## src/core/lac_pkg.sv

```systemverilog
// package: register map, fields, timing and state types of the latch acknowledge controller
// Functional notes
// - protection alarm clears self-clearing LED latches
// - self-clear on alarm is per-LED setting
// - remote commands need remote permit active
// - separate clears: system LED, LEDs, relays, SCADA, trips
// - combined command clears LEDs, relays, SCADA, trips
// - clear key ignored in parameter setting mode
// - menu still reachable in parameter setting mode
// - short press opens menu, wrench confirms selection
// - one-second hold clears long-press scope immediately
// - scope nothing ignores long presses
// - LEDs-without-password scope clears LEDs, no password
// - LEDs scope clears LEDs after password
// - LEDs-and-relays scope clears both after password
// - everything scope clears LEDs, relays, SCADA, trips (not system LED) after password
// - LED clear runs red then green test (alarm self-clear of LEDs starts no test)
// - other paths may require access password
// - empty level-one password skips prompt
// - clear only when setting source inactive
// - permit off: only panel key acknowledges
// - relay released only after off-delay elapses
package lac_pkg;
    localparam int          LAC_NLED        = 16;
    localparam int          LAC_NREL        = 8;
    localparam int          LAC_NSCD        = 8;
    localparam int          LAC_NSG         = 4;
    localparam int          LAC_CLK_HZ      = 40000000;
    localparam int          LAC_LONG_MS     = 1000;
    localparam int          LAC_TEST_MS     = 1000;
    localparam int          LAC_LONG_CYC    = LAC_CLK_HZ / 1000 * LAC_LONG_MS;
    localparam int          LAC_TEST_CYC    = LAC_CLK_HZ / 1000 * LAC_TEST_MS;
    localparam int          LAC_OFFDLY_CYC  = 4000;
    localparam logic [7:0]  LAC_CTRL_ADDR   = 8'h00;
    localparam logic [7:0]  LAC_CMD_ADDR    = 8'h04;
    localparam logic [7:0]  LAC_ALMSEL_ADDR = 8'h08;
    localparam logic [7:0]  LAC_MENU_ADDR   = 8'h0C;
    localparam logic [7:0]  LAC_STAT_ADDR   = 8'h10;
    localparam logic [7:0]  LAC_LED_ADDR    = 8'h14;
    localparam logic [7:0]  LAC_OUT_ADDR    = 8'h18;
    localparam int          LAC_CTRL_PERMIT = 0;
    localparam int          LAC_CTRL_PWOK   = 1;
    localparam int          LAC_CTRL_PWEMP  = 2;
    localparam int          LAC_CTRL_SCOPE  = 4;
    localparam int          LAC_CMD_SYS     = 0;
    localparam int          LAC_CMD_LED     = 1;
    localparam int          LAC_CMD_REL     = 2;
    localparam int          LAC_CMD_SCD     = 3;
    localparam int          LAC_CMD_ALL     = 4;
    localparam int          LAC_CMD_SG      = 8;
    localparam logic [31:0] LAC_CTRL_RST    = 32'h0000_0010;

    typedef enum logic [2:0] {
        LAC_SC_NOTHING, LAC_SC_LED_NOPW, LAC_SC_LED, LAC_SC_LED_REL, LAC_SC_ALL
    } lac_scope_type;

    typedef enum {LAC_T_IDLE, LAC_T_RED, LAC_T_GREEN} lac_test_type;

    typedef struct packed {
        logic                 sys;
        logic                 led;
        logic                 rel;
        logic                 scd;
        logic [LAC_NSG-1:0]   sg;
    } lac_clear_type;

    typedef struct packed {
        logic                 alarm;
        logic                 key;
        logic                 param_mode;
        logic                 wrench;
        logic                 sys_src;
        logic [LAC_NLED-1:0]  led_src;
        logic [LAC_NREL-1:0]  rel_src;
        logic [LAC_NSCD-1:0]  scd_src;
        logic [LAC_NSG-1:0]   trip_src;
    } lac_in_type;
endpackage

```

## src/core/lac_top.sv

```systemverilog
// latch acknowledge controller with its AHB-Lite register slave
//
// Local design decisions: the register offsets and register access over AHB-Lite.
`timescale 1ns/1ps
`default_nettype none
module lac_top
    import lac_pkg::*;
#(
    parameter int LONG_CYC   = LAC_LONG_CYC,
    parameter int TEST_CYC   = LAC_TEST_CYC,
    parameter int OFFDLY_CYC = LAC_OFFDLY_CYC
)(
    input  wire logic                hclk,
    input  wire logic                hresetn,
    input  wire logic                hsel,
    input  wire logic [31:0]         haddr,
    input  wire logic [1:0]          htrans,
    input  wire logic                hwrite,
    input  wire logic [2:0]          hsize,
    input  wire logic [31:0]         hwdata,
    input  wire logic                hready,
    output logic [31:0]              hrdata,
    output logic                     hreadyout,
    output logic                     hresp,
    input  wire lac_in_type          pins,
    output logic                     system_indicator,
    output logic [LAC_NLED-1:0]      led_latched,
    output logic [LAC_NREL-1:0]      relay_out,
    output logic [LAC_NSCD-1:0]      scada_latched,
    output logic [LAC_NSG-1:0]       trip_latched,
    output logic                     led_test_red,
    output logic                     led_test_green,
    output logic                     menu_open,
    output logic                     pw_request
);
    localparam int CW = 32;

    typedef struct packed {
        lac_in_type           s1;
        lac_in_type           s2;
        logic                 key_q;
        logic                 alarm_q;
        logic [CW-1:0]        key_cnt;
        logic                 long_done;
        logic [31:0]          ctrl;
        logic [LAC_NLED-1:0]  almsel;
        lac_clear_type        menu_sel;
        logic                 menu;
        lac_clear_type        pend;
        logic                 pw_wait;
        lac_test_type         test;
        logic [CW-1:0]        test_cnt;
        logic                 sys;
        logic [LAC_NLED-1:0]  led;
        logic [LAC_NREL-1:0]  rel;
        logic [LAC_NREL-1:0]  rel_out;
        logic [LAC_NREL-1:0][CW-1:0] offd;
        logic [LAC_NSCD-1:0]  scd;
        logic [LAC_NSG-1:0]   trip;
        logic                 a_act;
        logic                 a_wr;
        logic [7:0]           a_addr;
        logic [31:0]          rdata;
    } lac_state_type;

    lac_state_type st, next_st;

    function automatic lac_clear_type lac_decode(input logic [31:0] v);
        lac_clear_type c;
        c.sys = v[LAC_CMD_SYS];
        c.led = v[LAC_CMD_LED] | v[LAC_CMD_ALL];
        c.rel = v[LAC_CMD_REL] | v[LAC_CMD_ALL];
        c.scd = v[LAC_CMD_SCD] | v[LAC_CMD_ALL];
        c.sg  = v[LAC_CMD_SG +: LAC_NSG] | {LAC_NSG{v[LAC_CMD_ALL]}};
        return c;
    endfunction

    lac_scope_type scope;
    logic          key_fall, long_hit, pw_free, bus_wr, alarm_clr;
    lac_clear_type req, remote;

    always_comb
    begin
        next_st = st;
        req = '0;
        remote = '0;
        scope = lac_scope_type'(st.ctrl[LAC_CTRL_SCOPE +: 3]);
        pw_free = st.ctrl[LAC_CTRL_PWEMP] | st.ctrl[LAC_CTRL_PWOK];
        next_st.s1 = pins;
        next_st.s2 = st.s1;
        next_st.key_q = st.s2.key;
        next_st.alarm_q = st.s2.alarm;
        // bus data phase
        bus_wr = st.a_act & st.a_wr;
        next_st.a_act = hsel & htrans[1] & hready;
        next_st.a_wr = hwrite;
        next_st.a_addr = haddr[7:0];
        if (bus_wr && st.a_addr == LAC_CTRL_ADDR)
        begin
            next_st.ctrl = hwdata;
        end
        else if (bus_wr && st.a_addr == LAC_ALMSEL_ADDR)
        begin
            next_st.almsel = hwdata[LAC_NLED-1:0];
        end
        else if (bus_wr && st.a_addr == LAC_MENU_ADDR)
        begin
            next_st.menu_sel = lac_decode(hwdata);
        end
        if (bus_wr && st.a_addr == LAC_CMD_ADDR && st.ctrl[LAC_CTRL_PERMIT])
        begin
            remote = lac_decode(hwdata);
        end
        // key timing; disabled in parameter mode
        key_fall = st.key_q & ~st.s2.key;
        long_hit = 1'b0;
        if (st.s2.key && !st.s2.param_mode)
        begin
            if (!st.long_done)
            begin
                next_st.key_cnt = st.key_cnt + 1'b1;
            end
            if (st.key_cnt == CW'(LONG_CYC - 1) && !st.long_done)
            begin
                long_hit = 1'b1;
                next_st.long_done = 1'b1;
            end
        end
        else
        begin
            next_st.key_cnt = '0;
            next_st.long_done = 1'b0;
        end
        if (key_fall && !st.long_done)
        begin
            next_st.menu = 1'b1;   // menu reachable in any mode
        end
        if (long_hit && scope != LAC_SC_NOTHING)
        begin
            next_st.pend.led = 1'b1;
            next_st.pend.rel = (scope == LAC_SC_LED_REL) | (scope == LAC_SC_ALL);
            next_st.pend.scd = scope == LAC_SC_ALL;
            next_st.pend.sg  = {LAC_NSG{scope == LAC_SC_ALL}};
            next_st.pend.sys = 1'b0;
            next_st.pw_wait = scope != LAC_SC_LED_NOPW && !(scope == LAC_SC_LED && pw_free);
            next_st.pw_wait = next_st.pw_wait && !((next_st.pend.rel) && pw_free);
        end
        if (st.menu && st.s2.wrench)
        begin
            next_st.menu = 1'b0;
            next_st.pend = st.menu_sel;
            next_st.pw_wait = ~pw_free;
        end
        if (st.pw_wait && st.ctrl[LAC_CTRL_PWOK])
        begin
            next_st.pw_wait = 1'b0;
        end
        if (!st.pw_wait && st.pend != '0)
        begin
            req = st.pend;
            next_st.pend = '0;
        end
        req = req | remote;
        // alarm clearing is not a panel key path, so it needs the permit too
        alarm_clr = st.s2.alarm & ~st.alarm_q & st.ctrl[LAC_CTRL_PERMIT];
        // set latches from sources, clear only once source gone
        next_st.sys = st.sys | st.s2.sys_src;
        if (req.sys && !st.s2.sys_src)
        begin
            next_st.sys = 1'b0;
        end
        for (int i = 0; i < LAC_NLED; i++)
        begin
            next_st.led[i] = st.led[i] | st.s2.led_src[i];
            if ((req.led || (alarm_clr && st.almsel[i])) && !st.s2.led_src[i])
            begin
                next_st.led[i] = 1'b0;
            end
        end
        for (int i = 0; i < LAC_NREL; i++)
        begin
            next_st.rel[i] = st.rel[i] | st.s2.rel_src[i];
            if (req.rel && !st.s2.rel_src[i])
            begin
                next_st.rel[i] = 1'b0;
            end
            if (st.rel[i])
            begin
                next_st.offd[i] = CW'(OFFDLY_CYC);
                next_st.rel_out[i] = 1'b1;
            end
            else if (st.offd[i] != '0)
            begin
                next_st.offd[i] = st.offd[i] - 1'b1;
            end
            else
            begin
                next_st.rel_out[i] = 1'b0;
            end
        end
        for (int i = 0; i < LAC_NSCD; i++)
        begin
            next_st.scd[i] = (st.scd[i] | st.s2.scd_src[i]) & ~(req.scd & ~st.s2.scd_src[i]);
        end
        for (int i = 0; i < LAC_NSG; i++)
        begin
            next_st.trip[i] = (st.trip[i] | st.s2.trip_src[i])
                              & ~(req.sg[i] & ~st.s2.trip_src[i]);
        end
        // test runs on every req.led clear, not on alarm self-clears, restarting if repeated
        case (st.test)
            LAC_T_IDLE:
            begin
                next_st.test_cnt = '0;
            end
            LAC_T_RED:
            begin
                next_st.test_cnt = st.test_cnt + 1'b1;
                if (st.test_cnt == CW'(TEST_CYC - 1))
                begin
                    next_st.test = LAC_T_GREEN;
                    next_st.test_cnt = '0;
                end
            end
            default:
            begin
                next_st.test_cnt = st.test_cnt + 1'b1;
                if (st.test_cnt == CW'(TEST_CYC - 1))
                begin
                    next_st.test = LAC_T_IDLE;
                end
            end
        endcase
        if (req.led)
        begin
            next_st.test = LAC_T_RED;
            next_st.test_cnt = '0;
        end
        // read mux
        next_st.rdata = '0;
        if (haddr[7:0] == LAC_CTRL_ADDR)
        begin
            next_st.rdata = st.ctrl;
        end
        else if (haddr[7:0] == LAC_ALMSEL_ADDR)
        begin
            next_st.rdata = 32'(st.almsel);
        end
        else if (haddr[7:0] == LAC_MENU_ADDR)
        begin
            next_st.rdata = 32'(st.menu_sel);
        end
        else if (haddr[7:0] == LAC_STAT_ADDR)
        begin
            next_st.rdata = {24'h0, st.pend != '0, st.pw_wait, st.menu, st.sys,
                             st.test == LAC_T_GREEN, st.test == LAC_T_RED, 2'h0};
        end
        else if (haddr[7:0] == LAC_LED_ADDR)
        begin
            next_st.rdata = 32'(st.led);
        end
        else if (haddr[7:0] == LAC_OUT_ADDR)
        begin
            next_st.rdata = {4'h0, st.trip, st.scd, st.rel_out, st.rel};
        end
    end

    always_ff @(posedge hclk or negedge hresetn)
    begin
        if (!hresetn)
        begin
            st <= '0;
            st.ctrl <= LAC_CTRL_RST;
        end
        else
        begin
            st <= next_st;
        end
    end

    assign hrdata         = st.rdata;
    assign hreadyout      = 1'b1;
    assign hresp          = 1'b0;
    assign system_indicator = st.sys;
    assign led_latched    = st.led;
    assign relay_out      = st.rel_out;
    assign scada_latched  = st.scd;
    assign trip_latched   = st.trip;
    assign led_test_red   = st.test == LAC_T_RED;
    assign led_test_green = st.test == LAC_T_GREEN;
    assign menu_open      = st.menu;
    assign pw_request     = st.pw_wait;
endmodule // lac_top
`default_nettype wire

```

## config.mk

```make
export PLATFORM = sky130hd
export DESIGN_NAME = lac_top
export DESIGN_NICKNAME = d
export VERILOG_FILES = /design/src/core/lac_pkg.sv /design/src/core/lac_top.sv
export SDC_FILE = /design/constraint.sdc
export NUM_CORES = 1
export LEC_CHECK = 0
export ABC_AREA = 1
export BUFFER_PORTS_ARGS = -buffer_cell sky130_fd_sc_hd__buf_4
export CAP_MARGIN = 15
export CORE_AREA = 2 2 270 272
export DETAILED_ROUTE_END_ITERATION = 10
export DIE_AREA = 0 0 272 274
export PLACE_DENSITY_LB_ADDON = 0.05
export SYNTH_ARGS = -nofsm -noshare
export SYNTH_HDL_FRONTEND = slang
export SYNTH_SLANG_ARGS = --single-unit
```

## constraint.sdc

```tcl
create_clock -name hclk -period 5 [get_ports hclk]
set_clock_uncertainty 0.05 [all_clocks]
set_input_delay 0.75 -clock hclk [delete_from_list [all_inputs] [get_ports hclk]]
set_output_delay 0.75 -clock hclk [all_outputs]
set_load 0.02 [all_outputs]
```

==> results_dict.tcl, run 1 <==
set metrics [dict create \
    setup_viol 0 \
    final-hold-violation-count 0 \
    max_cap_viol_count 0 \
    die_h_microns 274 \
    clock_latency_ns 0.60 \
    ys_ff_latch 560 \
    cp.arrival_ns 3.04 \
    vias_per_cell 4.97 \
    vdd_ir_drop_max_mv 0.337 \
    cpMostUsedCell "nand2_1" \
    fin_cells 4732 \
    hold_class "primary input to asynchronous set/reset pin" \
    dieArea_sq_um 74500 \
    synthTopCellsByCount "nor2_1, nand2_1, dfrtp_1, inv_1, nand3_1" \
    ff_latch_area_sq_um 14000 \
    h-tree-depth 3 \
    avgSynthCellArea_sq_um 7.85 \
    critPathCaptureType "flop" \
    clk_path_buf_depth 3 \
    clkTransAtPathRegs_ns 0.06 \
    fillers 7380 \
    yosys.area.top_type "dfrtp_1" \
    syn-cell-area_sq_um 28400 \
    avgRoutedWirePerCell_microns 16.9 \
    synth.most_common_cell "nor2_1" \
    crit_fanout 11 \
    finalPower_mw 11.6 \
    fin_util_pct 45.0 \
    antenna_cells 0 \
    cts_tree "yes" \
    dpl.hpwl_mm 58.7 \
    r2r_slack_ns 2.37 \
    grt_pass1_wl_mm 129 \
    cts_buffers 68 \
    wirelength_mm 79.9 \
    async_flop_share_pct 100 \
    yosys_warnings 0 \
    dp.cells 4608 \
    synth_top_area_share_pct 49.3 \
    grt_pass1_vias 23600 \
    setup-tns-final_ns 0 \
    cpPeakStageDelay_ns 0.65 \
    cts_sinks 560 \
    nets 3844 \
    slew_violations 0 \
    grt_max_degree 96 \
    ys_seq_area_share_pct 49.4 \
    maxSlewHeadroom_pct 26.4 \
    cp_cell_sequence "inv_1 > ha_1 > nand2_1 > nor2_1 > nand2_1 > nor2_1 > nand2_1 > nand3_1 > o21ai_0" \
    setup_ws_ns 2.37 \
    outcome "finished clean" \
    first_pass_iters 5 \
    root_buffer "clkbuf_16" \
    ant_nets 0 \
    grt-ovfl-total 0 \
    post_cts_resized 0 \
    path_buf_inv 1 \
    antenna_found_initial 2 \
    routed-via-count 23500 \
    multi_input_area_sq_um 12300 \
    synth_cell_types 48 \
    crit_type "flop to flop" \
    synth_cells 3616 \
    postCtsSetupRepairBufs 0 \
    fp.dieW_microns 272 \
    drt_iter0_drc 1528 \
    portBuffers 159 \
    slowest_stage "nor2_1" \
    dp_slack_ns 1.74 \
    layout_worst_path_cycle_share_pct 52.5 \
    synth_edf_count 0 \
    hold_buffers 0 \
    gp_congestion 0.901 \
    final_layout_size_suffix_gt1_share_pct 11.0 \
    rows 99 \
    p_leak_nw 15.4 \
    track_usage_pct 21.8 \
    clock.fmax_mhz 381 \
    drc 0 \
    start_util_pct 39.4 \
    crit_family "simple AND/OR/NAND/NOR gates" \
    power_density_nw_per_um2 359 \
    syn_nets 3741 \
    cp.required_ns 5.41 \
    critical_path.startpoint_type "flop" \
    period_minus_slack_ns 2.63 \
    rsz0062_at_grt "no" \
    ios 190 \
    synth_area_leaders "dfrtp_1, nor2_1, nand2_1" \
    ys.flop_type "dfrtp_1" \
    area.growth.synth_to_final_pct 14.0 \
    tightestPinTransition_ns 1.10 \
    core_area_sq_um 72000 \
]
-- cell usage in the layout, fill, tap and decap left out, types with 13 or more instances in the layout --
cell	count
nor2_1	822
nand2_1	802
dfrtp_1	559
inv_1	308
nand3_1	264
buf_4	167
o21ai_0	141
xor2_1	110
nor3_1	108
clkbuf_16	69
nand4_1	52
or2_2	52
o21bai_1	47
a21oi_1	38
nor2_2	17
a31o_2	17
xnor2_1	15
clkbuf_8	14
nand3b_1	13
clkinv_2	13
-- metal layers --
| metal | GRT usage (%) | wire length (microns) |
|---|---|---|
| met2 | 33.3 | 34600 |
| met5 | 0 | 31 |
| met1 | 30.4 | 37900 |
| met3 | 4.78 | 4810 |
| met4 | 7.75 | 2540 |
-- power by group --
part | switching (mW) | internal [mW] | leakage (nW)
logic | 1.00 | 0.445 | 7.30
clock network | 2.00 | 3.17 | 1.16
registers | 0.257 | 4.75 | 6.89
total | 3.26 | 8.36 | 15.4
-- sequential cells by signal, indices dropped and copies added (netlist names) --
signal and count:
hrdata 32, led_latched 16, menu_open 1, next_st 43
pw_request 1, relay_out 8, scada_latched 8, scope 3
st 443, system_indicator 1, trip_latched 4
-- stage by stage --
stage / hold WS [ns] / instance area, sq um
6_report: 0.174 / 32400
3_5_place_dp: 0.285 / 30000
2_1_floorplan: 0.281 / 28400
5_1_grt: 0.174 / 32400
4_1_cts: 0.160 / 32400
3_3_place_gp: 0.282 / 30000
-- cell type report --
cell class / count / area share, %
multi-input cells: 2599 / 37.9
repair buffers: 172 / 4.17
well taps: 959 / 3.71
clock inverters: 30 / 1.18
clock buffers: 94 / 6.06
flip-flops and latches: 560 / 43.3
inverters: 318 / 3.69
-- kinds of logic (layout without fill, tap and decap cells) --
logic type      count (synthesis)  in the layout  synth area share [%]
other cells                     2              2                0.0265
compound gates                284            284                  6.07
xor+xnor                      125            125                  3.86
simple gates                 2166           2166                  32.3
buf+inv                       457            614                  7.45
mux                            12             12                 0.476
flops                         560            560                  49.4
fa+ha+maj                      10             10                 0.441
-- worst paths after layout --
check | startpoint | end | depth (start not counted)
setup / recovery | st[86] | st[86] | 9
hold / removal | hresetn | st[212] | 1
setup reg to reg | st[86] | st[86] | 9
hold reg to reg | next_st[516] | st[516] | 0
max in group asynchronous | hresetn | st[415] | 3
min in group hclk | pins[37] | next_st[545] | 1
Power figures use the tool's default switching activity.
==> run 2: changes to the inputs <==
--- a/config.mk
+++ b/config.mk
@@ -5,12 +5,12 @@
 export SDC_FILE = /design/constraint.sdc
 export NUM_CORES = 1
 export LEC_CHECK = 0
-export ABC_AREA = 1
+export ABC_AREA = 0
 export BUFFER_PORTS_ARGS = -buffer_cell sky130_fd_sc_hd__buf_4
 export CAP_MARGIN = 15
-export CORE_AREA = 2 2 270 272
+export CORE_AREA = 2 2 259 261
 export DETAILED_ROUTE_END_ITERATION = 10
-export DIE_AREA = 0 0 272 274
+export DIE_AREA = 0 0 261 263
 export PLACE_DENSITY_LB_ADDON = 0.05
 export SYNTH_ARGS = -nofsm -noshare
 export SYNTH_HDL_FRONTEND = slang
==> constraint.sdc (replaced) <==
create_clock -name hclk -period 2.25 [get_ports hclk]
set_clock_uncertainty 0.05 [all_clocks]
set_input_delay 0.3375 -clock hclk [delete_from_list [all_inputs] [get_ports hclk]]
set_output_delay 0.3375 -clock hclk [all_outputs]
set_load 0.02 [all_outputs]
==> results_dict.tcl, run 2 <==
set metrics [dict create \
    nets 3246 \
    grt_max_degree 78 \
    power_density_nw_per_um2 686 \
    ios 190 \
    routed-via-count 21700 \
    tightestPinTransition_ns 0.827 \
    r2r_slack_ns -0.31 \
    h-tree-depth 3 \
    core_area_sq_um 65600 \
    place_area_sq_um 31100 \
    avgRoutedWirePerCell_microns 18.4 \
    cp_cell_sequence "or4_4 > or4bb_4 > or3_4 > or4_1 > a21oi_1" \
    p_leak_nw 15.6 \
    area.growth.synth_to_final_pct 41.3 \
    p_sw_mw 6.60 \
    hold_class "primary input to flop" \
    dpl.hpwl_mm 49.8 \
    path_buf_inv 0 \
    track_usage_pct 21.3 \
    layout_worst_path_cycle_share_pct 114 \
    avgSynthCellArea_sq_um 10.3 \
    die_h_microns 263 \
    cpPeakStageDelay_ns 0.54 \
    outcome "complete, but fails checks" \
    start_util_pct 39.8 \
    cts_sinks 560 \
    crit_type "flop to flop" \
    rows 94 \
    crit_family "simple AND/OR/NAND/NOR gates" \
    critPathCaptureType "flop" \
    met3_usage_pct 3.85 \
    final_cell_mix "dfrtp_1, buf_4, nor2_1, nand2_1, a21oi_1" \
    critical_path.startpoint_type "flop" \
    period_minus_slack_ns 2.56 \
    clock_latency_ns 0.61 \
    ys_seq_area_share_pct 53.7 \
    yosys.area.top_type "dfrtp_1" \
    r2r_start "st[224]" \
    startpoint "st[224]" \
    root_buffer "clkbuf_16" \
    cp.required_ns 2.72 \
    clkTransAtPathRegs_ns 0.06 \
    grt_use_met1_pct 28.8 \
    endpoint "st[245]" \
    cts_buffers 68 \
    synth_edf_count 0 \
    p_comb_share_pct 13.5 \
    dieArea_sq_um 68600 \
    finalPower_mw 25.3 \
    syn-cell-area_sq_um 26100 \
    synthTopCellsByCount "dfrtp_1, nor2_1, nand2_1, a21oi_1, clkbuf_1" \
    final_layout_size_suffix_gt1_share_pct 37.3 \
    fp.dieW_microns 261 \
    p_seq_share_pct 42.7 \
    setup_viol 139 \
    wirelength_mm 74.3 \
    top_register "st" \
    gp_congestion 0.815 \
    slowest_stage "or4bb_4" \
    clock.fmax_mhz 391 \
    fin_area_sq_um 36900 \
    vias_per_cell 5.36 \
    antenna_found_initial 2 \
    crit_fanout 6 \
    rsz0062_at_grt "yes" \
    grt_pass1_wl_mm 119 \
    first_pass_iters 7 \
    setup_ws_ns -0.308 \
    yosys_warnings 0 \
    violations "negative setup slack" \
    syn_nets 2650 \
    rr_endpoint "st[245]" \
    slew_violations 0 \
    clk_path_buf_depth 3 \
    worstHoldPathCells 3 \
    largest_reg_flops 443 \
    setup-tns-final_ns -15.08 \
    reg2regPathDepth 5 \
    grt_pass1_vias 22300 \
    grt-ovfl-total 0 \
    cts_tree "yes" \
    ys_ff_latch 560 \
    maxSlewHeadroom_pct 44.9 \
    cp.arrival_ns 3.03 \
    busiest_layer "met2" \
    synth_area_leaders "dfrtp_1, nor2_1, xor2_1" \
    drc 0 \
    vdd_ir_drop_max_mv 0.490 \
    whs_ns 0.148 \
    max_cap_viol_count 0 \
    grt_use_met2_pct 35.5 \
    synth.most_common_cell "dfrtp_1" \
    portBuffers 159 \
    synth_cell_types 81 \
    drt_iter0_drc 1165 \
    cp.depth 5 \
    synth_cells 2525 \
    sw_frac_of_total_pct 26.0 \
    p_clk_share_pct 43.8 \
    final-hold-violation-count 0 \
    ant_nets 0 \
    ys.flop_type "dfrtp_1" \
    async_flop_share_pct 100 \
    synth_top_area_share_pct 53.6 \
    p_int_mw 18.7 \
    fin_util_pct 56.2 \
]
[run 2: kinds of logic (layout without fill, tap and decap cells)]
kind of cell	after synthesis	in the layout	synth area share, %
other cells	2	4	0.0288
mux	84	84	3.51
compound gates	469	470	11.8
fa+ha+maj	10	10	0.479
buf+inv	247	893	4.60
xor+xnor	142	142	4.76
simple gates	1011	1011	21.1
flops	560	560	53.7
[run 2: how the worst min path moves through the flow]
stage / start / to / slack (ns)
2_1_floorplan: hresetn / hrdata[0] / -0.008
6_report: hwdata[0] / st[425] / 0.15
3_3_place_gp: hresetn / st[113] / 0.28
5_1_grt: hwdata[0] / st[425] / 0.14
4_1_cts: hwdata[0] / st[425] / 0.11
3_5_place_dp: hresetn / st[113] / 0.28
[run 2: layout make-up]
| class | count | area, sq um |
|---|---|---|
| Tap cell | 864 | 1080 |
| Fill cell | 5722 | 28700 |
| Sequential cell | 560 | 14000 |
| Multi-Input combinational cell | 1719 | 13100 |
| Antenna cell | 2 | 5.00 |
| Timing Repair Buffer | 728 | 6280 |
| Clock inverter | 30 | 322 |
| Inverter | 44 | 165 |
| Clock buffer | 91 | 1950 |
[run 2: per-layer routing]
| layer | share of wire (%) | vias up |
|---|---|---|
| met5 | 0.017 | - |
| met4 | 1.9 | 2 |
| met3 | 3.9 | 98 |
| met2 | 49 | 349 |
| met1 | 45 | 10900 |
| li1 | - | 10300 |
[run 2: tightest hold or removal path: cells and delay by family]
kind,cells,cell delay (ns)
buffers and inverters,2,0.24
AOI/OAI and AO/OA,1,0.18
[run 2: stage by stage]
step / setup slack [ns] / std cells
floorplan: -0.388 / 2525
global placement: -0.370 / 3749
detailed placement: -0.411 / 3749
CTS: -0.342 / 3998
global route: -0.357 / 4037
finish: -0.308 / 4038
[run 2: power groups by stage]
stage                     sequential, mW  clock [mW]  combinational (mW)
after global routing                10.9        11.8                3.70
after CTS                           10.8        11.4                3.29
final                               10.8        11.1                3.41
after detailed placement            11.0           0                2.68
after global placement              11.0           0                2.64
after floorplan                     10.8           0                1.56
[run 2: repair_timing]
item                                    4_1_cts  5_1_grt
resized for setup                           210      236
endpoints found under the setup margin      230      253
pin swaps                                   104      109
hold endpoints to repair                    123        0
hold buffers                                 84        0
buffers inserted                             41       45
cloned                                        5        2
